File: config.mk
export PLATFORM = sky130hd
export DESIGN_NAME = lswreg_top
export DESIGN_NICKNAME = d
export VERILOG_FILES = /design/src/verilog/lswreg_pkg.sv /design/src/verilog/lswreg_top.sv
export VERILOG_INCLUDE_DIRS = /design/src /design/src/verilog
export SDC_FILE = /design/constraint.sdc
export NUM_CORES = 1
export LEC_CHECK = 0
export BUFFER_PORTS_ARGS = -buffer_cell sky130_fd_sc_hd__buf_2
export CORE_ASPECT_RATIO = 1.2
export CORE_UTILIZATION = 55
export DETAILED_ROUTE_END_ITERATION = 6
export GPL_TIMING_DRIVEN = 0
export HOLD_SLACK_MARGIN = 0.12
export PLACE_DENSITY_LB_ADDON = 0.2
export SLEW_MARGIN = 20
export SYNTH_ARGS = -nofsm -noshare
export SYNTH_HDL_FRONTEND = slang
export SYNTH_SLANG_ARGS = --single-unit
export TNS_END_PERCENT = 5
File: constraint.sdc
create_clock -name ref_clk -period 2.7 [get_ports ref_clk]
set_input_delay 0.405 -clock ref_clk [delete_from_list [all_inputs] [get_ports ref_clk]]
set_output_delay 0.405 -clock ref_clk [all_outputs]
set_load 0.01 [all_outputs]
File: src/verilog/lswreg_defines.svh
// register offsets, field positions, reset values and timing counts
// assumes a byte-addressed register port fed by an i2c slave elsewhere
`ifndef LSWREG_DEFINES_SVH
`define LSWREG_DEFINES_SVH
// ------------------------------------------------------------------
// register offsets
// ------------------------------------------------------------------
`define LSW_ADDR_STATUS_MASK 8'he5
`define LSW_ADDR_DRIVE_CFG 8'he6
`define LSW_ADDR_ENABLE_CFG 8'he7
`define LSW_ADDR_OFF_DELAY 8'he8
`define LSW_ADDR_RESET_SEQ 8'he9
`define LSW_ADDR_SCALE_BOOST 8'heb
`define LSW_ADDR_SLEEP_MODE 8'hec
// ------------------------------------------------------------------
// reset values
// ------------------------------------------------------------------
`define LSW_RST_STATUS_MASK 8'h00
`define LSW_RST_DRIVE_CFG 8'h20
`define LSW_RST_ENABLE_CFG 8'h40
`define LSW_RST_OFF_DELAY 8'h00
`define LSW_RST_RESET_SEQ 8'h08
`define LSW_RST_SCALE_BOOST 8'h00
`define LSW_RST_SLEEP_MODE 8'h1c
// ------------------------------------------------------------------
// field positions
// ------------------------------------------------------------------
`define LSW_BIT_PGOOD 5
`define LSW_BIT_ILIM 4
`define LSW_BIT_PGOOD_MSK 1
`define LSW_BIT_ILIM_MSK 0
`define LSW_MASK_WR_BITS 8'h0e
`define LSW_MASK_FIXED_BITS 8'h0c
`define LSW_BIT_LATCH 1
`define LSW_BIT_DIRECT 7
`define LSW_BIT_AUX 5
`define LSW_BIT_SLEEP 4
`define LSW_BIT_DSLEEP 3
`define LSW_BIT_RSTLINK 2
`define LSW_BIT_R1BOOST 4
`define LSW_BIT_R2BOOST 3
`define LSW_BIT_SCALE_EN 2
`define LSW_BIT_SCALE_SRC 1
`define LSW_BIT_SCALE_REQ 0
`define LSW_BIT_SLP_PD 7
`define LSW_BIT_DSLP_PD 6
`define LSW_BIT_R1MODE 5
`define LSW_BIT_R2MODE 4
`define LSW_BIT_B2REF 0
// ------------------------------------------------------------------
// timing: turn-off delay step 0.25 ms at 250 MHz
// ------------------------------------------------------------------
`define LSW_CLK_MHZ 250
`define LSW_STEP_US 250
`define LSW_STEP_CYCLES (`LSW_STEP_US * `LSW_CLK_MHZ)
`endif

File: src/verilog/lswreg_pkg.sv
// types shared by the load switch register bank
// assumes nothing beyond the defines header
package lswreg_pkg;
   // live analog status, one group
   typedef struct packed {
      logic power_good; // switch output above threshold
      logic current_limit; // switch in current limit
   } lswreg_status_type;
   // power state of the chip
   typedef struct packed {
      logic sleep; // chip in sleep
      logic deep_sleep; // chip in deep sleep
   } lswreg_power_type;
   // switch sequencer states
   typedef enum logic [1:0] {
      LSWREG_OFF,
      LSWREG_ON,
      LSWREG_DELAY
   } lswreg_state_type;
endpackage : lswreg_pkg

File: src/verilog/lswreg_top.sv
// load switch one register bank and enable sequencer
// assumes a byte register port driven by an i2c slave on ref_clk
`include "lswreg_defines.svh"

// Contract
// - live power-good bit for switch one
// - live current-limit bit for switch one
// - power-good mask blocks its interrupt only
// - current-limit mask bit is read-only zero, never blocks its interrupt
// - two-bit buck one bypass current limit
// - two-bit gate drive strength select
// - latch-on keeps switch on after input
// - direct enable turns switch on
// - auxiliary input may switch it
// - sleep-off bit turns switch off
// - deep-sleep-off bit turns switch off
// - off delay equals field times 0.25 ms
// - reset link pulls reset output low
// - regulator boost bits raise limit 12%
// - bus scaling enable bit
// - source select: scaling upon sleep
// - software request enters scaling mode
// - sleep pulldown drives pin two low
// - deep sleep pulldown drives pin low
// - regulator mode bits select switch
// - buck two reference select bit
module lswreg_top #(
   parameter int STEP_CYCLES = `LSW_STEP_CYCLES // cycles per 0.25 ms
) (
   input wire logic ref_clk, // 250 MHz clock
   input wire logic resetn, // async reset, low active
   input wire logic [7:0] reg_addr, // register byte address
   input wire logic [7:0] reg_wdata, // write data
   input wire logic reg_write, // one-cycle write strobe
   input wire logic reg_read, // one-cycle read strobe
   output logic [7:0] reg_rdata, // read data, registered
   output logic reg_ack, // read or write done
   input wire lswreg_pkg::lswreg_status_type sense_pins, // analog pins
   input wire lswreg_pkg::lswreg_power_type power_state, // chip state
   input wire logic seq_enable, // sequenced input level
   input wire logic aux_input_pin, // auxiliary pin level
   output logic switch_on, // load switch gate enable
   output logic reset_output_n, // reset pin, low active
   output logic irq_request, // unmasked event level
   output logic general_pin_two_o, // pin two drive value
   output logic general_pin_two_oe_n, // pin two enable, low drives
   output logic [1:0] bypass_current_limit_sel, // buck one limit
   output logic [1:0] gate_drive_strength, // gate drive select
   output logic reg_one_limit_boost, // regulator one +12%
   output logic reg_two_limit_boost, // regulator two +12%
   output logic reg_one_switch_mode, // regulator one as switch
   output logic reg_two_switch_mode, // regulator two as switch
   output logic buck_two_reference_select, // 0.8 V when set
   output logic dynamic_voltage_scaling // scaling mode active
);
   import lswreg_pkg::*;

   // ------------------------------------------------------------------
   // register storage
   // ------------------------------------------------------------------
   logic [7:0] status_mask; // writable part of 0xe5
   logic [7:0] drive_cfg; // 0xe6
   logic [7:0] enable_cfg; // 0xe7
   logic [7:0] off_delay; // 0xe8
   logic [7:0] reset_seq; // 0xe9
   logic [7:0] scale_boost; // 0xeb
   logic [7:0] sleep_mode; // 0xec

   // ------------------------------------------------------------------
   // pin synchronisers, three stages, change when stages 2 and 3 agree
   // ------------------------------------------------------------------
   localparam int NSYNC = 6;
   logic [NSYNC-1:0] raw_in; // asynchronous pin levels
   logic [NSYNC-1:0] sync1; // first stage, read only by sync2
   logic [NSYNC-1:0] sync2; // second stage
   logic [NSYNC-1:0] sync3; // third stage
   logic [NSYNC-1:0] clean; // filtered levels

   assign raw_in = {sense_pins.power_good, sense_pins.current_limit,
                    power_state.sleep, power_state.deep_sleep,
                    seq_enable, aux_input_pin};

   // a level is accepted only once two late stages agree
   genvar gi;
   generate
      for (gi = 0; gi < NSYNC; gi++) begin : g_sync
         always_ff @(posedge ref_clk or negedge resetn) begin
            if (!resetn) begin
               sync1[gi] <= 1'b0;
               sync2[gi] <= 1'b0;
               sync3[gi] <= 1'b0;
               clean[gi] <= 1'b0;
            end else begin
               sync1[gi] <= raw_in[gi];
               sync2[gi] <= sync1[gi];
               sync3[gi] <= sync2[gi];
               if (sync2[gi] == sync3[gi]) begin
                  clean[gi] <= sync3[gi];
               end
            end
         end
      end
   endgenerate

   logic pgood_live; // filtered power good
   logic ilim_live; // filtered current limit
   logic sleep_live; // filtered sleep
   logic dsleep_live; // filtered deep sleep
   logic seq_live; // filtered sequenced input
   logic aux_live; // filtered auxiliary input
   assign {pgood_live, ilim_live, sleep_live, dsleep_live,
           seq_live, aux_live} = clean;

   // ------------------------------------------------------------------
   // register writes
   // ------------------------------------------------------------------
   // address match helper, used by both read and write decode
   function automatic logic hit(input logic [7:0] a, input logic [7:0] r);
      return a == r;
   endfunction : hit

   // status bits and the read-only mask bit are never written
   always_ff @(posedge ref_clk or negedge resetn) begin
      if (!resetn) begin
         status_mask <= `LSW_RST_STATUS_MASK;
         drive_cfg <= `LSW_RST_DRIVE_CFG;
         enable_cfg <= `LSW_RST_ENABLE_CFG;
         off_delay <= `LSW_RST_OFF_DELAY;
         reset_seq <= `LSW_RST_RESET_SEQ;
         scale_boost <= `LSW_RST_SCALE_BOOST;
         sleep_mode <= `LSW_RST_SLEEP_MODE;
      end else if (reg_write) begin
         if (hit(reg_addr, `LSW_ADDR_STATUS_MASK)) begin
            // only bits 3..1 store; others fixed
            status_mask <= reg_wdata & `LSW_MASK_WR_BITS;
         end else if (hit(reg_addr, `LSW_ADDR_DRIVE_CFG)) begin
            drive_cfg <= reg_wdata;
         end else if (hit(reg_addr, `LSW_ADDR_ENABLE_CFG)) begin
            enable_cfg <= reg_wdata;
         end else if (hit(reg_addr, `LSW_ADDR_OFF_DELAY)) begin
            off_delay <= reg_wdata;
         end else if (hit(reg_addr, `LSW_ADDR_RESET_SEQ)) begin
            reset_seq <= reg_wdata;
         end else if (hit(reg_addr, `LSW_ADDR_SCALE_BOOST)) begin
            scale_boost <= reg_wdata;
         end else if (hit(reg_addr, `LSW_ADDR_SLEEP_MODE)) begin
            sleep_mode <= reg_wdata;
         end
      end
   end

   // ------------------------------------------------------------------
   // register reads
   // ------------------------------------------------------------------
   logic [7:0] status_view; // live 0xe5 image
   always_comb begin
      status_view = status_mask;
      status_view[`LSW_BIT_PGOOD] = pgood_live;
      status_view[`LSW_BIT_ILIM] = ilim_live;
   end

   // unmapped addresses read zero
   always_ff @(posedge ref_clk or negedge resetn) begin
      if (!resetn) begin
         reg_rdata <= 8'h00;
      end else if (reg_read) begin
         if (hit(reg_addr, `LSW_ADDR_STATUS_MASK)) begin
            reg_rdata <= status_view;
         end else if (hit(reg_addr, `LSW_ADDR_DRIVE_CFG)) begin
            reg_rdata <= drive_cfg;
         end else if (hit(reg_addr, `LSW_ADDR_ENABLE_CFG)) begin
            reg_rdata <= enable_cfg;
         end else if (hit(reg_addr, `LSW_ADDR_OFF_DELAY)) begin
            reg_rdata <= off_delay;
         end else if (hit(reg_addr, `LSW_ADDR_RESET_SEQ)) begin
            reg_rdata <= reset_seq;
         end else if (hit(reg_addr, `LSW_ADDR_SCALE_BOOST)) begin
            reg_rdata <= scale_boost;
         end else if (hit(reg_addr, `LSW_ADDR_SLEEP_MODE)) begin
            reg_rdata <= sleep_mode;
         end else begin
            reg_rdata <= 8'h00;
         end
      end
   end

   // one-cycle acknowledge after any strobe
   always_ff @(posedge ref_clk or negedge resetn) begin
      if (!resetn) begin
         reg_ack <= 1'b0;
      end else begin
         reg_ack <= reg_read | reg_write;
      end
   end

   // ------------------------------------------------------------------
   // interrupt gating
   // ------------------------------------------------------------------
   // status stays live; the mask only blocks the request
   always_comb begin
      irq_request = (~pgood_live & ~status_mask[`LSW_BIT_PGOOD_MSK])
                  | (ilim_live & ~status_mask[`LSW_BIT_ILIM_MSK]);
   end

   // ------------------------------------------------------------------
   // switch enable request
   // ------------------------------------------------------------------
   logic latched; // switch held by latch-on
   logic want_on; // combined on request
   logic sleep_kill; // sleep or deep sleep forces off

   assign sleep_kill = (sleep_live & enable_cfg[`LSW_BIT_SLEEP])
                     | (dsleep_live & enable_cfg[`LSW_BIT_DSLEEP]);

   // latch-on remembers that the sequence once turned it on
   always_ff @(posedge ref_clk or negedge resetn) begin
      if (!resetn) begin
         latched <= 1'b0;
      end else if (!drive_cfg[`LSW_BIT_LATCH] || sleep_kill) begin
         latched <= 1'b0;
      end else if (seq_live) begin
         latched <= 1'b1;
      end
   end

   always_comb begin
      want_on = seq_live | latched;
      if (enable_cfg[`LSW_BIT_DIRECT]) begin
         want_on = 1'b1;
      end
      if (enable_cfg[`LSW_BIT_AUX]) begin
         want_on = want_on | aux_live;
      end
      if (sleep_kill) begin
         want_on = 1'b0;
      end
   end

   // ------------------------------------------------------------------
   // turn-off delay sequencer
   // ------------------------------------------------------------------
   lswreg_state_type state; // sequencer state
   logic [31:0] tick_count; // cycles inside one 0.25 ms step
   logic [5:0] step_count; // steps elapsed
   logic step_tick; // one-cycle step enable
   logic [5:0] delay_steps; // programmed off delay

   assign delay_steps = off_delay[7:2];
   assign step_tick = (tick_count == 32'(STEP_CYCLES - 1));

   // zero delay turns off the cycle after the request falls
   always_ff @(posedge ref_clk or negedge resetn) begin
      if (!resetn) begin
         state <= LSWREG_OFF;
         tick_count <= 32'h0;
         step_count <= 6'h00;
      end else begin
         case (state)
            LSWREG_OFF: begin
               if (want_on) begin
                  state <= LSWREG_ON;
               end
            end
            LSWREG_ON: begin
               tick_count <= 32'h0;
               step_count <= 6'h00;
               if (!want_on) begin
                  state <= (delay_steps == 6'h00) ? LSWREG_OFF
                                                  : LSWREG_DELAY;
               end
            end
            LSWREG_DELAY: begin
               if (want_on) begin
                  state <= LSWREG_ON; // request came back
               end else if (step_tick) begin
                  tick_count <= 32'h0;
                  step_count <= step_count + 6'h01;
                  if (step_count + 6'h01 >= delay_steps) begin
                     state <= LSWREG_OFF;
                  end
               end else begin
                  tick_count <= tick_count + 32'h1;
               end
            end
            default: begin
               state <= LSWREG_OFF;
            end
         endcase
      end
   end

   assign switch_on = (state != LSWREG_OFF);

   // ------------------------------------------------------------------
   // reset output, pin two, analog controls
   // ------------------------------------------------------------------
   // low while linked and the switch is off
   always_ff @(posedge ref_clk or negedge resetn) begin
      if (!resetn) begin
         reset_output_n <= 1'b0;
      end else begin
         reset_output_n <= ~(reset_seq[`LSW_BIT_RSTLINK] &
                             (state == LSWREG_OFF));
      end
   end

   // pin two is only ever pulled low, never driven high
   always_ff @(posedge ref_clk or negedge resetn) begin
      if (!resetn) begin
         general_pin_two_oe_n <= 1'b1;
      end else begin
         general_pin_two_oe_n <=
            ~((sleep_live & sleep_mode[`LSW_BIT_SLP_PD])
            | (dsleep_live & sleep_mode[`LSW_BIT_DSLP_PD]));
      end
   end
   assign general_pin_two_o = 1'b0;

   // scaling mode follows sleep or the software request
   always_ff @(posedge ref_clk or negedge resetn) begin
      if (!resetn) begin
         dynamic_voltage_scaling <= 1'b0;
      end else begin
         dynamic_voltage_scaling <= scale_boost[`LSW_BIT_SCALE_EN] &
            (scale_boost[`LSW_BIT_SCALE_SRC] ? sleep_live
                                   : scale_boost[`LSW_BIT_SCALE_REQ]);
      end
   end

   assign bypass_current_limit_sel = drive_cfg[7:6];
   assign gate_drive_strength = drive_cfg[5:4];
   assign reg_one_limit_boost = scale_boost[`LSW_BIT_R1BOOST];
   assign reg_two_limit_boost = scale_boost[`LSW_BIT_R2BOOST];
   assign reg_one_switch_mode = sleep_mode[`LSW_BIT_R1MODE];
   assign reg_two_switch_mode = sleep_mode[`LSW_BIT_R2MODE];
   assign buck_two_reference_select = sleep_mode[`LSW_BIT_B2REF];
endmodule : lswreg_top
==> results.json <==
{
  "status": "completed",
  "fmax_ghz": 0.421,
  "cap_violations": 0,
  "p_clk_share_pct": 46.7,
  "gr-usage-all-layers_pct": 25.8,
  "p_switching_uw": 1320,
  "path_delay_family": "simple AND/OR/NAND/NOR gates",
  "slew_viol_final": 0,
  "fin_nets": 659,
  "setup_viol": 0,
  "ys_types": 68,
  "cts_setup_buffers": 0,
  "async_flop_share_pct": 100,
  "power.internal_uw": 3860,
  "max-clock-path-buffers": 2,
  "comb_power_share_pct": 12.9,
  "dieHeight_um": 119,
  "grt_max_degree": 73,
  "drt_iter0_drc": 257,
  "drt_wl_total_um": 14100,
  "timing.critical_path.mode_cell": "ha_1",
  "clock_latency_ps": 420,
  "yosys.cell_count.top_type": "dfrtp_1",
  "cts_sinks": 128,
  "areaGrowthSynthToFinish_pct": 18.2,
  "crit_path_top_delay_cell": "or4_1",
  "syn_inst": 550,
  "antennaDiodeCount": 0,
  "synth_edf_count": 0,
  "syn_area_per_cell_um2": 11.4,
  "grt_setup_unrepaired": "false",
  "dieArea_mm2": 0.0118,
  "portBuffers": 44,
  "seq_area_mm2": 0.00321,
  "yosys_warnings": 0,
  "skew_ps": 10.7,
  "synth.top_cell.area_share_pct": 48.3,
  "hp-class": "primary input to flop",
  "ys_seq_area_share_pct": 51.2,
  "routedWlPerCell_um": 17.9,
  "ir_worst_vdd_mv": 0.471,
  "cts_tree": "yes",
  "cp-start-kind": "flop",
  "rows": 42,
  "min_delay_path_depth": 2,
  "layout-drive-gt1-share_pct": 26.8,
  "ys_seq_elements": 128,
  "critPathKind": "flop to flop",
  "multi_input_comb_area_mm2": 0.00283,
  "cts_buffers": 17,
  "worstMarginPinSlew_ps": 569,
  "cp-end-kind": "flop",
  "power_leakage_uw": 0.00333,
  "vias_per_cell": 5.84,
  "layout_min_cycle_time_ps": 2380,
  "hpwl_um": 9820,
  "cts.htree.levels": 4,
  "cts_root_buf": "clkbuf_16",
  "finalCritPeriodShare_pct": 88.0,
  "cp.required_ps": 3040,
  "pin_count": 50,
  "place_inst": 749,
  "antenna_found_initial": 0,
  "grt_first_pass_wirelength_um": 23300,
  "switching_share_pct": 25.6,
  "critPathMaxFanout": 6,
  "syn_nets": 588,
  "slew-limit-headroom_pct": 61.9,
  "synth_top_area_cell": "dfrtp_1",
  "post-route-util_pct": 66.9,
  "synth_area_leaders": "dfrtp_1 (48%), mux2_2 (9.7%), dfstp_2 (2.9%)",
  "pwr-share-seq_pct": 40.4,
  "cp_num_cells": 8,
  "dr.pass1.iters": 5,
  "clk_pin_slew_ps": 60,
  "worstPathArrival_ps": 2710,
  "initial_utilization_pct": 56.6,
  "die_x_um": 99.5,
  "grt_pass1_vias": 4721,
  "path_cells": "ha_1, xor2_1, ha_1, nand2_1, o21ai_0, a41oi_1, or4_1, o211ai_1",
  "nFillCells": 862,
  "rr_worst_depth": 8,
  "crit_buf_inv": 0,
  "synth_area_mm2": 0.00627,
  "power_uw": 5180,
  "place_congestion": 0.856,
  "final_hold_viol_count": 0,
  "postRouteAntennaNets": 0,
  "vias": 4601,
  "synth_ff_type": "dfrtp_1",
  "synthTopCellsByCount": "dfrtp_1 (121), mux2_2 (54), nand2_1 (41)",
  "power_density_mw_per_mm2": 699,
  "core-area_mm2": 0.0111,
  "stdcell_count": 788,
  "grt_remaining_overflow": 0,
  "cts_resized": 0,
  "tns_ps": 0,
  "cp_slowest_stage_delay_ps": 570,
  "drc": 0
}
cell families (layout without fill, tap and decap cells):
logic type,count (synthesis),in the layout,share of synthesized area (%)
xor gates and xnor gates,31,31,4.33
buffers and inverters,44,128,3.65
adders and majority gates,18,18,3.35
AOI/OAI and AO/OA,79,79,9.83
other,1,1,0.0598
DFF,128,128,51.2
muxes,58,58,10.3
and+or+nand+nor,191,191,17.3
layout by cell type, fill, tap and decap left out, types with 9 or more instances in the layout:
cell and count:
nand3_1 16, a31oi_1 9, o21ai_0 10, xor2_1 10, xnor2_1 21, nor4_1 13
a22o_1 13, ha_1 12, clkbuf_1 12, dfrtp_1 121, inv_1 15, buf_2 52
clkbuf_16 17, nand2_1 41, nand4_1 13, mux2_2 54, and3_1 9, nor2_1 39
through the flow:
step                cell area [um^2]  hold slack [ps]  setup slack, ps
detailed placement              6720              336              369
global placement                6690              333             -419
global route                    7410              319              161
floorplan                       6270              109              613
CTS                             7410              289              337
finish                          7410              302              323
power by group through the flow:
stage	clock network (uW)	registers [uW]	logic, uW
after floorplan	0	2100	431
after global placement	0	2120	639
after detailed placement	0	2120	662
after global routing	2530	2100	741
final	2420	2090	667
after CTS	2460	2090	672
sequential cells by signal (all words and copies together), names as in the netlist, 2 cells and up:
name	count
step_count	6
status_mask	3
enable_cfg	8
sync3	6
state	2
sync2	6
reset_seq	8
sync1	6
drive_cfg	8
off_delay	8
reg_rdata	8
tick_count	32
scale_boost	8
sleep_mode	8
layer usage:
layer | up-vias | GRT usage (%) | share of wire, %
met5 | - | 0 | 0
met4 | 0 | 13.1 | 3.5
met3 | 36 | 6.46 | 3.1
met2 | 97 | 43.8 | 52
met1 | 2302 | 30.2 | 42
li1 | 2166 | - | -
worst paths after layout:
kind,from,slack [ps],to
max,step_count[0]$_DFFE_PN0P_,320,state[1]$_DFFE_PN0P_
min,reg_wdata[0],300,off_delay[0]$_DFFE_PN0P_
max reg2reg,step_count[0]$_DFFE_PN0P_,320,state[1]$_DFFE_PN0P_
min reg2reg,sync1[0]$_DFF_PN0_,350,sync2[0]$_DFF_PN0_
max in group asynchronous,resetn,1430,reset_seq[3]$_DFFE_PN1P_
min in group asynchronous,resetn,520,step_count[5]$_DFFE_PN0P_
cell type report:
type / count / share of cell area [%]
Inverter: 15 / 0.759
Sequential cell: 128 / 43.3
Buffer: 29 / 2.33
Clock buffer: 22 / 6.26
Timing Repair Buffer: 52 / 4.37
Multi-Input combinational cell: 378 / 38.2
Clock inverter: 10 / 2.14
Tap cell: 154 / 2.60
what timing repair did:
action / CTS / global route
hold endpoints to repair: 62 / 0
hold buffers: 7 / 0
setup endpoints to repair: 0 / 0
Note: power is estimated with default switching activity, not from simulation.
